==> config.mk <==
export PLATFORM = sky130hd
export DESIGN_NAME = vsc_top
export DESIGN_NICKNAME = d
export VERILOG_FILES = /design/src/include/vsc_pkg.sv /design/src/include/vsc_sync_if.sv /design/src/logic/vsc_sync.sv /design/src/logic/vsc_top.sv
export SDC_FILE = /design/constraint.sdc
export NUM_CORES = 1
export LEC_CHECK = 0
export ABC_AREA = 1
export BUFFER_PORTS_ARGS = -buffer_cell sky130_fd_sc_hd__buf_2
export CAP_MARGIN = 20
export CORE_MARGIN = 2
export CORE_UTILIZATION = 45
export CTS_CLUSTER_DIAMETER = 150
export DETAILED_ROUTE_END_ITERATION = 6
export PLACE_DENSITY = 0.64
export RECOVER_POWER = 100
export SKIP_LAST_GASP = 1
export SYNTH_ARGS = -nofsm -noshare
export SYNTH_HDL_FRONTEND = slang
export SYNTH_HIERARCHICAL = 1
export SYNTH_SLANG_ARGS = --single-unit
==> constraint.sdc <==
create_clock -name core_clk -period 3 [get_ports core_clk]
set_clock_uncertainty 0.1 [all_clocks]
set_input_delay 0.15 -clock core_clk [delete_from_list [all_inputs] [get_ports core_clk]]
set_output_delay 0.15 -clock core_clk [all_outputs]
set_load 0.02 [all_outputs]
==> src/include/vsc_pkg.sv <==
// vsc_pkg: constants and types for the voltage supervisor control block.
// assumes a single core_clk domain; tick and comparator arrive as pins.
package vsc_pkg;
   // run mode select codes that permit supervisor operation
   localparam logic [1:0] RUN_MODE_SUP_A   = 2'h2;
   localparam logic [1:0] RUN_MODE_SUP_B   = 2'h3;
   // action select encodings
   localparam logic [1:0] ACT_NONE         = 2'h0;
   localparam logic [1:0] ACT_RESET        = 2'h1;
   localparam logic [1:0] ACT_IRQ          = 2'h2;
   localparam logic [1:0] ACT_RESET_ALT    = 2'h3;
   // settle times in tick periods
   localparam int         SETTLE_TICKS     = 4;
   localparam int         SAMPLE_EXTRA     = 2;
   localparam int         TICK_CNT_W       = 3;
   // cpu hold after reset release, in low speed clock cycles
   localparam int         CPU_HOLD_CYCLES  = 128;
   localparam int         HOLD_CNT_W       = 8;
   localparam logic       RST_FLAG         = 1'b0;

   typedef enum logic [1:0] {
      VSC_OFF,
      VSC_SETTLE,
      VSC_READY
   } vsc_state_t;
endpackage

==> src/include/vsc_sync_if.sv <==
// vsc_sync_if: synchronised pin levels between the synchroniser and the top.
// assumes both ends run on core_clk.
`timescale 1ns/1ps
interface vsc_sync_if;
   logic tick_lvl;   // synchronised slow tick level
   logic below_lvl;  // synchronised comparator: supply below fall threshold
   logic above_lvl;  // synchronised comparator: supply above rise threshold
   modport src (output tick_lvl, output below_lvl, output above_lvl);
   modport dst (input tick_lvl, input below_lvl, input above_lvl);
endinterface

==> src/logic/vsc_sync.sv <==
// vsc_sync: two-flop synchronisers for the asynchronous pin inputs.
// assumes pins are asynchronous to core_clk.
`timescale 1ns/1ps
module vsc_sync #(
   parameter int WIDTH = 3
) (
   input  wire logic core_clk,   // block clock
   input  wire logic arst_n,     // async reset, active low
   input  wire logic tick_pin,   // raw slow tick
   input  wire logic below_pin,  // raw comparator fall output
   input  wire logic above_pin,  // raw comparator rise output
   vsc_sync_if.src   sync        // synchronised levels
);
   logic [WIDTH-1:0] meta_q;
   logic [WIDTH-1:0] stab_q;

   // first stage feeds only the second stage
   always_ff @(posedge core_clk or negedge arst_n) begin
      if (!arst_n) begin
         meta_q <= '0;
         stab_q <= '0;
      end else begin
         meta_q <= {above_pin, below_pin, tick_pin};
         stab_q <= meta_q;
      end
   end

   assign sync.tick_lvl  = stab_q[0];
   assign sync.below_lvl = stab_q[1];
   assign sync.above_lvl = stab_q[2];
endmodule

==> src/logic/vsc_top.sv <==
// vsc_top: supervisor control around a supply comparator.
// assumes comparator, tick and low speed clock are asynchronous pins;
// control bits come from the cpu as plain core_clk-domain ports.
// sample_select is expected to stay static while the supervisor is on.
//
// Function
// - supervisor runs when enabled with run mode code 10 or 11
// - valid flag rises after four ticks, six when sampling is selected
// - below flag, reset and interrupt stay masked until valid flag is set
// - judging continues after the valid flag is set
// - supply below fall threshold sets below flag and the enabled action
// - supply above rise threshold clears below flag and releases reset
// - cpu stays halted 128 low speed clock cycles after reset release
// - with sampling, below flag and action appear with the valid flag
// - with sampling, below flag updates only from tick-edge samples
// - with sampling, below flag, reset and interrupt hold while the tick is stopped
// - writing zero to enable turns the supervisor off
// - action select: 00 none, 01 reset, 10 interrupt, 11 reset
// - below flag clears when supervisor is switched on
// - sample select picks direct or tick-sampled detection
// - valid flag reads zero while off or judgment pending
`timescale 1ns/1ps
module vsc_top (
   input  wire logic       core_clk,           // 200 MHz block clock
   input  wire logic       arst_n,             // async reset, active low
   input  wire logic       supervisor_on,      // enable bit from cpu
   input  wire logic [1:0] run_mode_select,    // run mode field
   input  wire logic [1:0] action_select,      // action select field
   input  wire logic       sample_select,      // 1: tick-sampled detection
   input  wire logic       slow_tick_16k,      // 16 kHz tick pin
   input  wire logic       low_speed_clock,    // low speed clock pin
   input  wire logic       cmp_below,          // comparator: below fall
   input  wire logic       cmp_above,          // comparator: above rise
   output logic            result_valid_flag,  // judgment valid
   output logic            below_threshold_flag, // supply low
   output logic            sup_reset,          // supervisor reset out
   output logic            sup_irq,            // interrupt request level
   output logic            cpu_halt            // cpu held after reset
);
   ////////////////////////////////////////////////////////////////////////
   vsc_sync_if sync ();
   logic [1:0] lsc_sync_q;
   logic       lsc_prev_q;
   logic       tick_prev_q;
   logic       en_prev_q;

   vsc_sync #(.WIDTH(3)) u_sync (
      .core_clk  (core_clk),
      .arst_n    (arst_n),
      .tick_pin  (slow_tick_16k),
      .below_pin (cmp_below),
      .above_pin (cmp_above),
      .sync      (sync)
   );

   // the low speed clock gets its own two flops; both edge detectors read
   // only second-stage levels, never the metastable first stage
   always_ff @(posedge core_clk or negedge arst_n) begin
      if (!arst_n) begin
         lsc_sync_q  <= '0;
         lsc_prev_q  <= 1'b0;
         tick_prev_q <= 1'b0;
         en_prev_q   <= 1'b0;
      end else begin
         lsc_sync_q  <= {lsc_sync_q[0], low_speed_clock};
         lsc_prev_q  <= lsc_sync_q[1];
         tick_prev_q <= sync.tick_lvl;
         en_prev_q   <= supervisor_on;
      end
   end

   logic tick_rise;
   logic lsc_rise;
   logic mode_ok;
   logic active;
   logic turn_on;
   assign tick_rise = sync.tick_lvl & ~tick_prev_q;
   assign lsc_rise  = lsc_sync_q[1] & ~lsc_prev_q;
   assign mode_ok   = (run_mode_select == vsc_pkg::RUN_MODE_SUP_A) ||
                      (run_mode_select == vsc_pkg::RUN_MODE_SUP_B);
   assign active    = supervisor_on & mode_ok;
   // enable edge rather than active edge, so a turn-on under a refused
   // mode still leaves the flag cleared for the next real start
   assign turn_on   = supervisor_on & ~en_prev_q;

   ////////////////////////////////////////////////////////////////////////
   // settle sequencing
   // rises seen on the off-to-settle edge are not counted, so the first
   // counted rise is always at least one cycle after enable
   vsc_pkg::vsc_state_t         state_q;
   logic [vsc_pkg::TICK_CNT_W-1:0] tick_cnt_q;
   logic [vsc_pkg::TICK_CNT_W-1:0] settle_target;
   assign settle_target = sample_select ?
      vsc_pkg::TICK_CNT_W'(vsc_pkg::SETTLE_TICKS + vsc_pkg::SAMPLE_EXTRA) :
      vsc_pkg::TICK_CNT_W'(vsc_pkg::SETTLE_TICKS);

   logic settle_done;
   assign settle_done = (state_q == vsc_pkg::VSC_SETTLE) && tick_rise &&
                        (tick_cnt_q == settle_target - 3'h1);

   always_ff @(posedge core_clk or negedge arst_n) begin
      if (!arst_n) begin
         state_q    <= vsc_pkg::VSC_OFF;
         tick_cnt_q <= '0;
      end else if (!active) begin
         state_q    <= vsc_pkg::VSC_OFF;
         tick_cnt_q <= '0;
      end else begin
         unique case (state_q)
            vsc_pkg::VSC_OFF: begin
               state_q    <= vsc_pkg::VSC_SETTLE;
               tick_cnt_q <= '0;
            end
            vsc_pkg::VSC_SETTLE: begin
               if (settle_done) begin
                  state_q <= vsc_pkg::VSC_READY;
               end else if (tick_rise) begin
                  tick_cnt_q <= tick_cnt_q + 3'h1;
               end
            end
            vsc_pkg::VSC_READY: begin
               state_q <= vsc_pkg::VSC_READY;
            end
         endcase
      end
   end

   // valid rises on the settle_done edge itself, so the flag and the
   // enabled action can appear in that very cycle
   always_ff @(posedge core_clk or negedge arst_n) begin
      if (!arst_n) begin
         result_valid_flag <= 1'b0;
      end else begin
         // pending or off reads zero
         result_valid_flag <= active &&
            ((state_q == vsc_pkg::VSC_READY) || settle_done);
      end
   end

   ////////////////////////////////////////////////////////////////////////
   // judgment: direct uses the synchronised level every cycle, sampled
   // mode looks only on tick rises, so a stopped tick freezes the flag
   logic ready_now;
   logic judge_en;
   assign ready_now = (state_q == vsc_pkg::VSC_READY) || settle_done;
   assign judge_en  = sample_select ? tick_rise : 1'b1;

   always_ff @(posedge core_clk or negedge arst_n) begin
      if (!arst_n) begin
         below_threshold_flag <= vsc_pkg::RST_FLAG;
      end else if (!active || turn_on) begin
         below_threshold_flag <= 1'b0;
      end else if (ready_now && judge_en) begin
         // settle_done coincides with a tick rise in sampled mode
         // both comparator outputs low means inside hysteresis: hold
         if (sync.below_lvl) begin
            below_threshold_flag <= 1'b1;
         end else if (sync.above_lvl) begin
            below_threshold_flag <= 1'b0;
         end
      end
   end

   ////////////////////////////////////////////////////////////////////////
   // actions follow the flag; masked until valid by flag construction
   logic want_reset;
   logic want_irq;
   assign want_reset = (action_select == vsc_pkg::ACT_RESET) ||
                       (action_select == vsc_pkg::ACT_RESET_ALT);
   assign want_irq   = (action_select == vsc_pkg::ACT_IRQ);

   logic flag_next_low;
   assign flag_next_low = active && !turn_on && ready_now && judge_en &&
                          sync.below_lvl;

   always_ff @(posedge core_clk or negedge arst_n) begin
      if (!arst_n) begin
         sup_reset <= 1'b0;
         sup_irq   <= 1'b0;
      end else begin
         // the reset is released by the rise threshold, or as soon as the
         // supervisor goes inactive (enable cleared or run mode refused)
         if (flag_next_low && want_reset) begin
            sup_reset <= 1'b1;
         end else if (!active || (below_threshold_flag == 1'b0 &&
                      !flag_next_low && sup_reset && ready_now &&
                      judge_en && sync.above_lvl)) begin
            sup_reset <= 1'b0;
         end else if (sup_reset && ready_now && judge_en &&
                      sync.above_lvl && !sync.below_lvl) begin
            sup_reset <= 1'b0;
         end
         // irq is a plain level that follows the flag, cleared on its edge
         sup_irq <= (flag_next_low || (below_threshold_flag && active &&
                     !(ready_now && judge_en && sync.above_lvl))) &&
                    want_irq;
      end
   end

   ////////////////////////////////////////////////////////////////////////
   // cpu hold counter on low speed clock rises after reset release
   // the count restarts each time reset is reasserted, so a bouncing
   // supply always gets the full hold after its last release
   logic [vsc_pkg::HOLD_CNT_W-1:0] hold_cnt_q;

   always_ff @(posedge core_clk or negedge arst_n) begin
      if (!arst_n) begin
         hold_cnt_q       <= '0;
         cpu_halt         <= 1'b0;
      end else begin
         if (sup_reset) begin
            cpu_halt   <= 1'b1;
            hold_cnt_q <= '0;
         end else if (cpu_halt && lsc_rise) begin
            if (hold_cnt_q == vsc_pkg::HOLD_CNT_W'(
                   vsc_pkg::CPU_HOLD_CYCLES - 1)) begin
               cpu_halt <= 1'b0;
            end else begin
               hold_cnt_q <= hold_cnt_q + 8'h01;
            end
         end
      end
   end
endmodule

==> flow_summary.json, run 1 <==
{
  "busiest_layer": "met2",
  "grt_pass1_wl_um": 4350,
  "cts-htree-levels": 2,
  "cp_common_cell": "nor2_1",
  "core_area_um2": 2980,
  "startpoint_type": "flop",
  "grt_pass1_vias": 1048,
  "grt_util_met2_pct": 28.4,
  "drc": 0,
  "cts_max_path_buffers": 2,
  "synth_xor_area_share_pct": 1.27,
  "place_hpwl_um": 1790,
  "hold_viol": 0,
  "cts_setup_buffers": 0,
  "drt_wl_total_um": 2560,
  "outcome": "finished, violations left",
  "tns_ns": 0,
  "drv_cap": 1,
  "track_usage_pct": 17.0,
  "area_delta_synth_final_pct": 17.3,
  "layout-drive-gt1-share_pct": 13.8,
  "min_path_type": "in2reg",
  "synth-adder-area-share_pct": 4.52,
  "use_met3_pct": 6.11,
  "routedWlPerCell_um": 11.6,
  "stdcell_area_um2": 1620,
  "port_buffers": 15,
  "syn-cell-area_um2": 1380,
  "die_h_um": 59.4,
  "whs_path_depth": 3,
  "crit_slowest_cell": "nor2_1",
  "vdd_ir_drop_max_v": 0.000321,
  "slew_viol_final": 30,
  "nets": 204,
  "tightest_slew_ns": 1.51,
  "powerDensity_nw_per_um2": 547,
  "root_buffer": "clkbuf_4",
  "clk_latency_ns": 0.33,
  "fmax_mhz": 499,
  "numCtsBuffers": 5,
  "clock_sink_count": 29,
  "syn_area_per_cell_um2": 8.81,
  "synthSimpleGateAreaFrac_pct": 24.3,
  "critPathRequiredTime_ns": 3.14,
  "dr.pass1.iters": 4,
  "synth_fp_nets": 174,
  "num_vias": 1095,
  "syn_inst": 157,
  "rows": 20,
  "violations": "capacitance limit, slew limit",
  "crit_fanout": 9,
  "postPlaceCellArea_um2": 1490,
  "synth_seq_cells": 29,
  "cts_tree": "yes",
  "diodes": 0,
  "pin_count": 17,
  "synth_top_family_by_area": "simple AND/OR/NAND/NOR gates",
  "slew_headroom_pct": -0.840,
  "p_leak_nw": 0.821,
  "crit_chain": "ha_1 > inv_1 > nor2_1 > nand2_1 > nor2_1 > nor2_1 > inv_4 > o21ai_0 > nor2_2",
  "crit_type": "reg2reg",
  "critPathArrivalTime_ns": 2.14,
  "finalSetupViolCount": 0,
  "die_x_um": 59.4,
  "grt_max_degree": 30,
  "grt_setup_unrepaired": "false",
  "synth_compound_area_share_pct": 8.60,
  "gp_congestion": 0.848,
  "clkTransAtPathRegs_ns": 0.10,
  "antenna_found_initial": 0,
  "yosys_warnings": 6,
  "worstSetupEndpointType": "flop",
  "cpPeakStageDelay_ns": 0.49,
  "final_util_pct": 54.5,
  "met1_usage_pct": 19.3,
  "antenna_left": 0,
  "start_util_pct": 46.4,
  "grt.overflow.total": 0,
  "finalCritPeriodShare_pct": 66.8,
  "synthDistinctLibCells": 21,
  "ys_seq_area_share_pct": 52.5,
  "dieArea_um2": 3530,
  "reg2reg_depth": 9,
  "synthMuxAreaShare_pct": 0,
  "period_minus_slack_ns": 2.00,
  "drt-initial-drc-count": 43,
  "vias_per_cell": 4.95
}
## sequential cells by signal, indices dropped and copies added (netlist names), 2 cells and up
name,cells
hold_cnt_q,8
lsc_sync_q,2
state_q,2
tick_cnt_q,3
u_sync/meta_q,3
u_sync/stab_q,3
## area by class of cell
cell class	count	area (um^2)
multi-input combinational	98	503
clock buffer	5	37.5
clock inverter	3	46.3
fill	271	1360
sequential	29	726
inverter	29	111
tap	33	41.3
timing repair buffer	24	156
## where the power goes
group	total, mW	leakage, nW	internal (mW)	switching [mW]
Sequential	0.450	0.373	0.422	0.0283
Combinational	0.111	0.407	0.0438	0.0669
Clock	0.326	0.0414	0.176	0.149
## final timing paths
path / startpoint / end / slack [ns]
min reg2reg: lsc_sync_q[0]$_DFF_PN0_ / lsc_sync_q[1]$_DFF_PN0_ / 0.26
min in group asynchronous: arst_n / hold_cnt_q[2]$_DFFE_PN0P_ / 0.61
min: run_mode_select[1] / result_valid_flag$_DFF_PN0_ / 0.07
max in group asynchronous: arst_n / hold_cnt_q[0]$_DFFE_PN0P_ / 1.31
max reg2reg: hold_cnt_q[0]$_DFFE_PN0P_ / hold_cnt_q[4]$_DFFE_PN0P_ / 1.0
max: hold_cnt_q[0]$_DFFE_PN0P_ / hold_cnt_q[4]$_DFFE_PN0P_ / 1.0
## synthesized netlist by cell type (all sizes together)
master | count | area, um^2
dfrtp | 29 | 726
xor2 | 2 | 17.5
o21ai | 14 | 73.8
a21oi | 3 | 15.0
inv | 29 | 111
ha | 5 | 62.6
nand4 | 9 | 56.3
a31o | 2 | 17.5
nand2 | 35 | 139
o22ai | 1 | 6.26
nor2 | 12 | 70.1
a31oi | 1 | 6.26
buf | 1 | 11.3
nand3 | 14 | 70.1
## logic make-up (layout without fill, tap and decap cells)
group	Yosys count	count (layout)
DFF	29	29
buffers and inverters	30	61
AOI/OAI and AO/OA	21	21
and+or+nand+nor	70	70
xor gates and xnor gates	2	2
adders and majority gates	5	5
## layout by cell type, fill, tap and decap left out
cell type / netlist / routed
a21oi_1: 3 / 3
a31o_2: 2 / 2
a31oi_1: 1 / 1
buf_2: 0 / 8
bufinv_16: 0 / 1
clkbuf_1: 0 / 7
clkbuf_4: 0 / 5
clkinv_4: 0 / 1
clkinvlp_4: 0 / 1
dfrtp_1: 29 / 29
dlygate4sd3_1: 0 / 9
ha_1: 5 / 5
inv_1: 22 / 23
inv_2: 6 / 5
inv_4: 1 / 1
nand2_1: 32 / 34
nand2_2: 3 / 1
nand3_1: 14 / 14
nand4_1: 9 / 9
nor2_1: 8 / 11
nor2_2: 1 / 1
o21ai_0: 3 / 11
o21ai_1: 10 / 3
o22ai_1: 1 / 1
xor2_1: 2 / 2
## routing by layer
| metal | share of wire (%) | vias to the layer above |
|---|---|---|
| li1 | - | 564 |
| met1 | 44 | 496 |
| met2 | 49 | 28 |
| met3 | 4.5 | 7 |
| met4 | 1.6 | 0 |
| met5 | 0 | - |
## metrics by stage
stage | hold slack [ns] | power, mW | setup slack (ns) | cells
2_1_floorplan | -0.246 | 0.529 | 1.51 | 157
3_3_place_gp | 0.116 | 0.560 | 1.38 | 204
3_5_place_dp | 0.116 | 0.569 | 1.31 | 204
4_1_cts | 0.0631 | 0.904 | 1.31 | 221
5_1_grt | 0.0832 | 0.938 | 0.830 | 221
6_report | 0.0702 | 0.887 | 0.997 | 221
## worst max-delay path: cells and delay by family, from the launching register on
kind	cells	cell delay, ns
AND/OR/NAND/NOR	5	0.71
adder cells (fa/ha/maj)	1	0.27
flip-flops	1	0.42
AO/OA/AOI/OAI	1	0.23
buffers and inverters	2	0.18
## repair_timing
item / 4_1_cts / 5_1_grt
hold buffers: 9 / 0
gates resized for setup: 0 / 0
hold endpoints to repair: 36 / 0
(Power assumes the default switching activity.)
==> inputs of run 2 (changes only) <==
--- a/config.mk
+++ b/config.mk
@@ -12,7 +12,7 @@
 export CORE_UTILIZATION = 45
 export CTS_CLUSTER_DIAMETER = 150
 export DETAILED_ROUTE_END_ITERATION = 6
-export PLACE_DENSITY = 0.64
+export PLACE_DENSITY = 0.67
 export RECOVER_POWER = 100
 export SKIP_LAST_GASP = 1
 export SYNTH_ARGS = -nofsm -noshare
==> constraint.sdc (replaced) <==
create_clock -name core_clk -period 1.8 [get_ports core_clk]
set_clock_uncertainty 0.1 [all_clocks]
set_input_delay 0.09 -clock core_clk [delete_from_list [all_inputs] [get_ports core_clk]]
set_output_delay 0.09 -clock core_clk [all_outputs]
set_load 0.02 [all_outputs]
==> flow_summary.json, run 2 (synthesis results as in run 1) <==
{
  "fmax_mhz": 606,
  "dr.pass1.iters": 4,
  "wl_met2_um": 1290,
  "cts_tree": "yes",
  "cts_max_path_buffers": 2,
  "grt_pass1_wl_um": 4290,
  "outcome": "completed",
  "antenna_found_initial": 0,
  "grt.overflow.total": 0,
  "clock_sink_count": 29,
  "whs_path_depth": 3,
  "min_from": "run_mode_select[1]",
  "diodes": 0,
  "cts_setup_buffers": 0,
  "critPathArrivalTime_ns": 1.78,
  "drv_cap": 0,
  "slew_headroom_pct": 52.6,
  "die_h_um": 59.4,
  "grt_setup_unrepaired": "false",
  "clk_latency_ns": 0.33,
  "met1_length_um": 1130,
  "crit_fanout": 6,
  "startpoint_type": "flop",
  "stdcell_area_um2": 1640,
  "layout-drive-gt1-share_pct": 16.5,
  "port_buffers": 15,
  "gp_congestion": 0.874,
  "cts-htree-levels": 2,
  "tightest_slew_ns": 0.711,
  "hold_viol": 0,
  "top_register": "hold_cnt_q",
  "multi_input_area_um2": 533,
  "place_hpwl_um": 1820,
  "powerDensity_nw_per_um2": 851,
  "timing.rr.end": "sup_reset$_DFFE_PN0P_",
  "numCtsBuffers": 5,
  "r2r_start": "state_q[1]$_DFFE_PN0P_",
  "layout_common_cells": "nand2_1 (33), dfrtp_1 (29), inv_1 (23)",
  "postPlaceCellArea_um2": 1490,
  "num_vias": 1133,
  "slew_viol_final": 0,
  "finalSetupViolCount": 0,
  "setup_slack_ns": 0.149,
  "start_util_pct": 46.4,
  "min_path_type": "in2reg",
  "area_delta_synth_final_pct": 18.6,
  "regArea_um2": 726,
  "antenna_left": 0,
  "vdd_ir_drop_max_v": 0.000570,
  "die_x_um": 59.4,
  "met3_wirelength_um": 114,
  "grt_max_degree": 30,
  "grt_pass1_vias": 1106,
  "num-fill-cells": 271,
  "root_buffer": "clkbuf_4",
  "drt-initial-drc-count": 40,
  "clkTransAtPathRegs_ns": 0.10,
  "tns_ns": 0,
  "mostFrequentLayoutCell": "nand2_1",
  "drc": 0,
  "reg2reg_depth": 9,
  "vias_per_cell": 5.13,
  "pin_count": 17,
  "final_cells": 221,
  "crit_type": "reg2reg",
  "final_util_pct": 55.0,
  "rows": 20,
  "core_area_um2": 2980,
  "finalCritPeriodShare_pct": 91.7,
  "p_leak_nw": 0.824,
  "track_usage_pct": 17.0,
  "nets": 204,
  "regToRegSetupSlack_ns": 0.15,
  "dieArea_um2": 3530,
  "dp.cells": 204,
  "routedWlPerCell_um": 11.8,
  "largest_reg_flops": 8,
  "worstSetupEndpointType": "flop",
  "drt_wl_total_um": 2600,
  "period_minus_slack_ns": 1.65,
  "startpoint": "state_q[1]$_DFFE_PN0P_",
  "worstSetupEndpoint": "sup_reset$_DFFE_PN0P_",
  "critPathRequiredTime_ns": 1.93,
  "pre_cts_ws_ns": 0.123,
  "routed.top_layer": "met4"
}
## run 2: routing by layer
layer	up-vias	GRT usage (%)
met5	-	0
met4	0	9.42
met3	11	7.21
li1	566	-
met2	30	29.2
met1	526	17.1
## run 2: layout make-up
cell class	instances	share of cell area, %
Multi-Input combinational cell	98	32.5
Clock buffer	7	3.97
Sequential cell	29	44.3
Timing Repair Buffer	24	9.62
Inverter	29	6.79
Tap cell	33	2.52
Clock inverter	1	0.305
## run 2: how the worst min path moves through the flow
stage	slack, ns	to
after global routing	0.07	result_valid_flag$_DFF_PN0_
after floorplan	-0.31	below_threshold_flag$_DFFE_PN0P_
after global placement	0.05	tick_cnt_q[2]$_DFFE_PN0P_
after CTS	0.06	result_valid_flag$_DFF_PN0_
final	0.07	result_valid_flag$_DFF_PN0_
after detailed placement	0.05	tick_cnt_q[1]$_DFFE_PN0P_
## run 2: repair_timing
action | 4_1_cts | 5_1_grt
hold buffers | 9 | 0
gates resized for setup | 0 | 2
endpoints found under the hold margin | 36 | 0
endpoints found under the setup margin | 0 | 4
## run 2: worst max-delay path, stage by stage, from the launching register on
cell and delay [ns]:
dfrtp_1 0.40, inv_1 0.13, ha_4 0.18, nand3_1 0.09, nor2_1 0.09, nand2_1 0.11, nand2_1 0.15, nand3_1 0.12
o21ai_1 0.13, nand2_1 0.06
## run 2: report_power, final
part           leakage (nW)  internal (mW)  total (mW)  switching, mW
clock network        0.0413          0.226       0.452          0.226
registers             0.373          0.703       0.752         0.0490
logic                 0.410         0.0767       0.190          0.113
## run 2: through the flow
stage                     power [mW]  hold WS [ns]
after detailed placement       0.948        0.0538
final                           1.39        0.0721
after global placement         0.933        0.0495
after CTS                       1.41        0.0568
after floorplan                0.882        -0.306
after global routing            1.47        0.0657
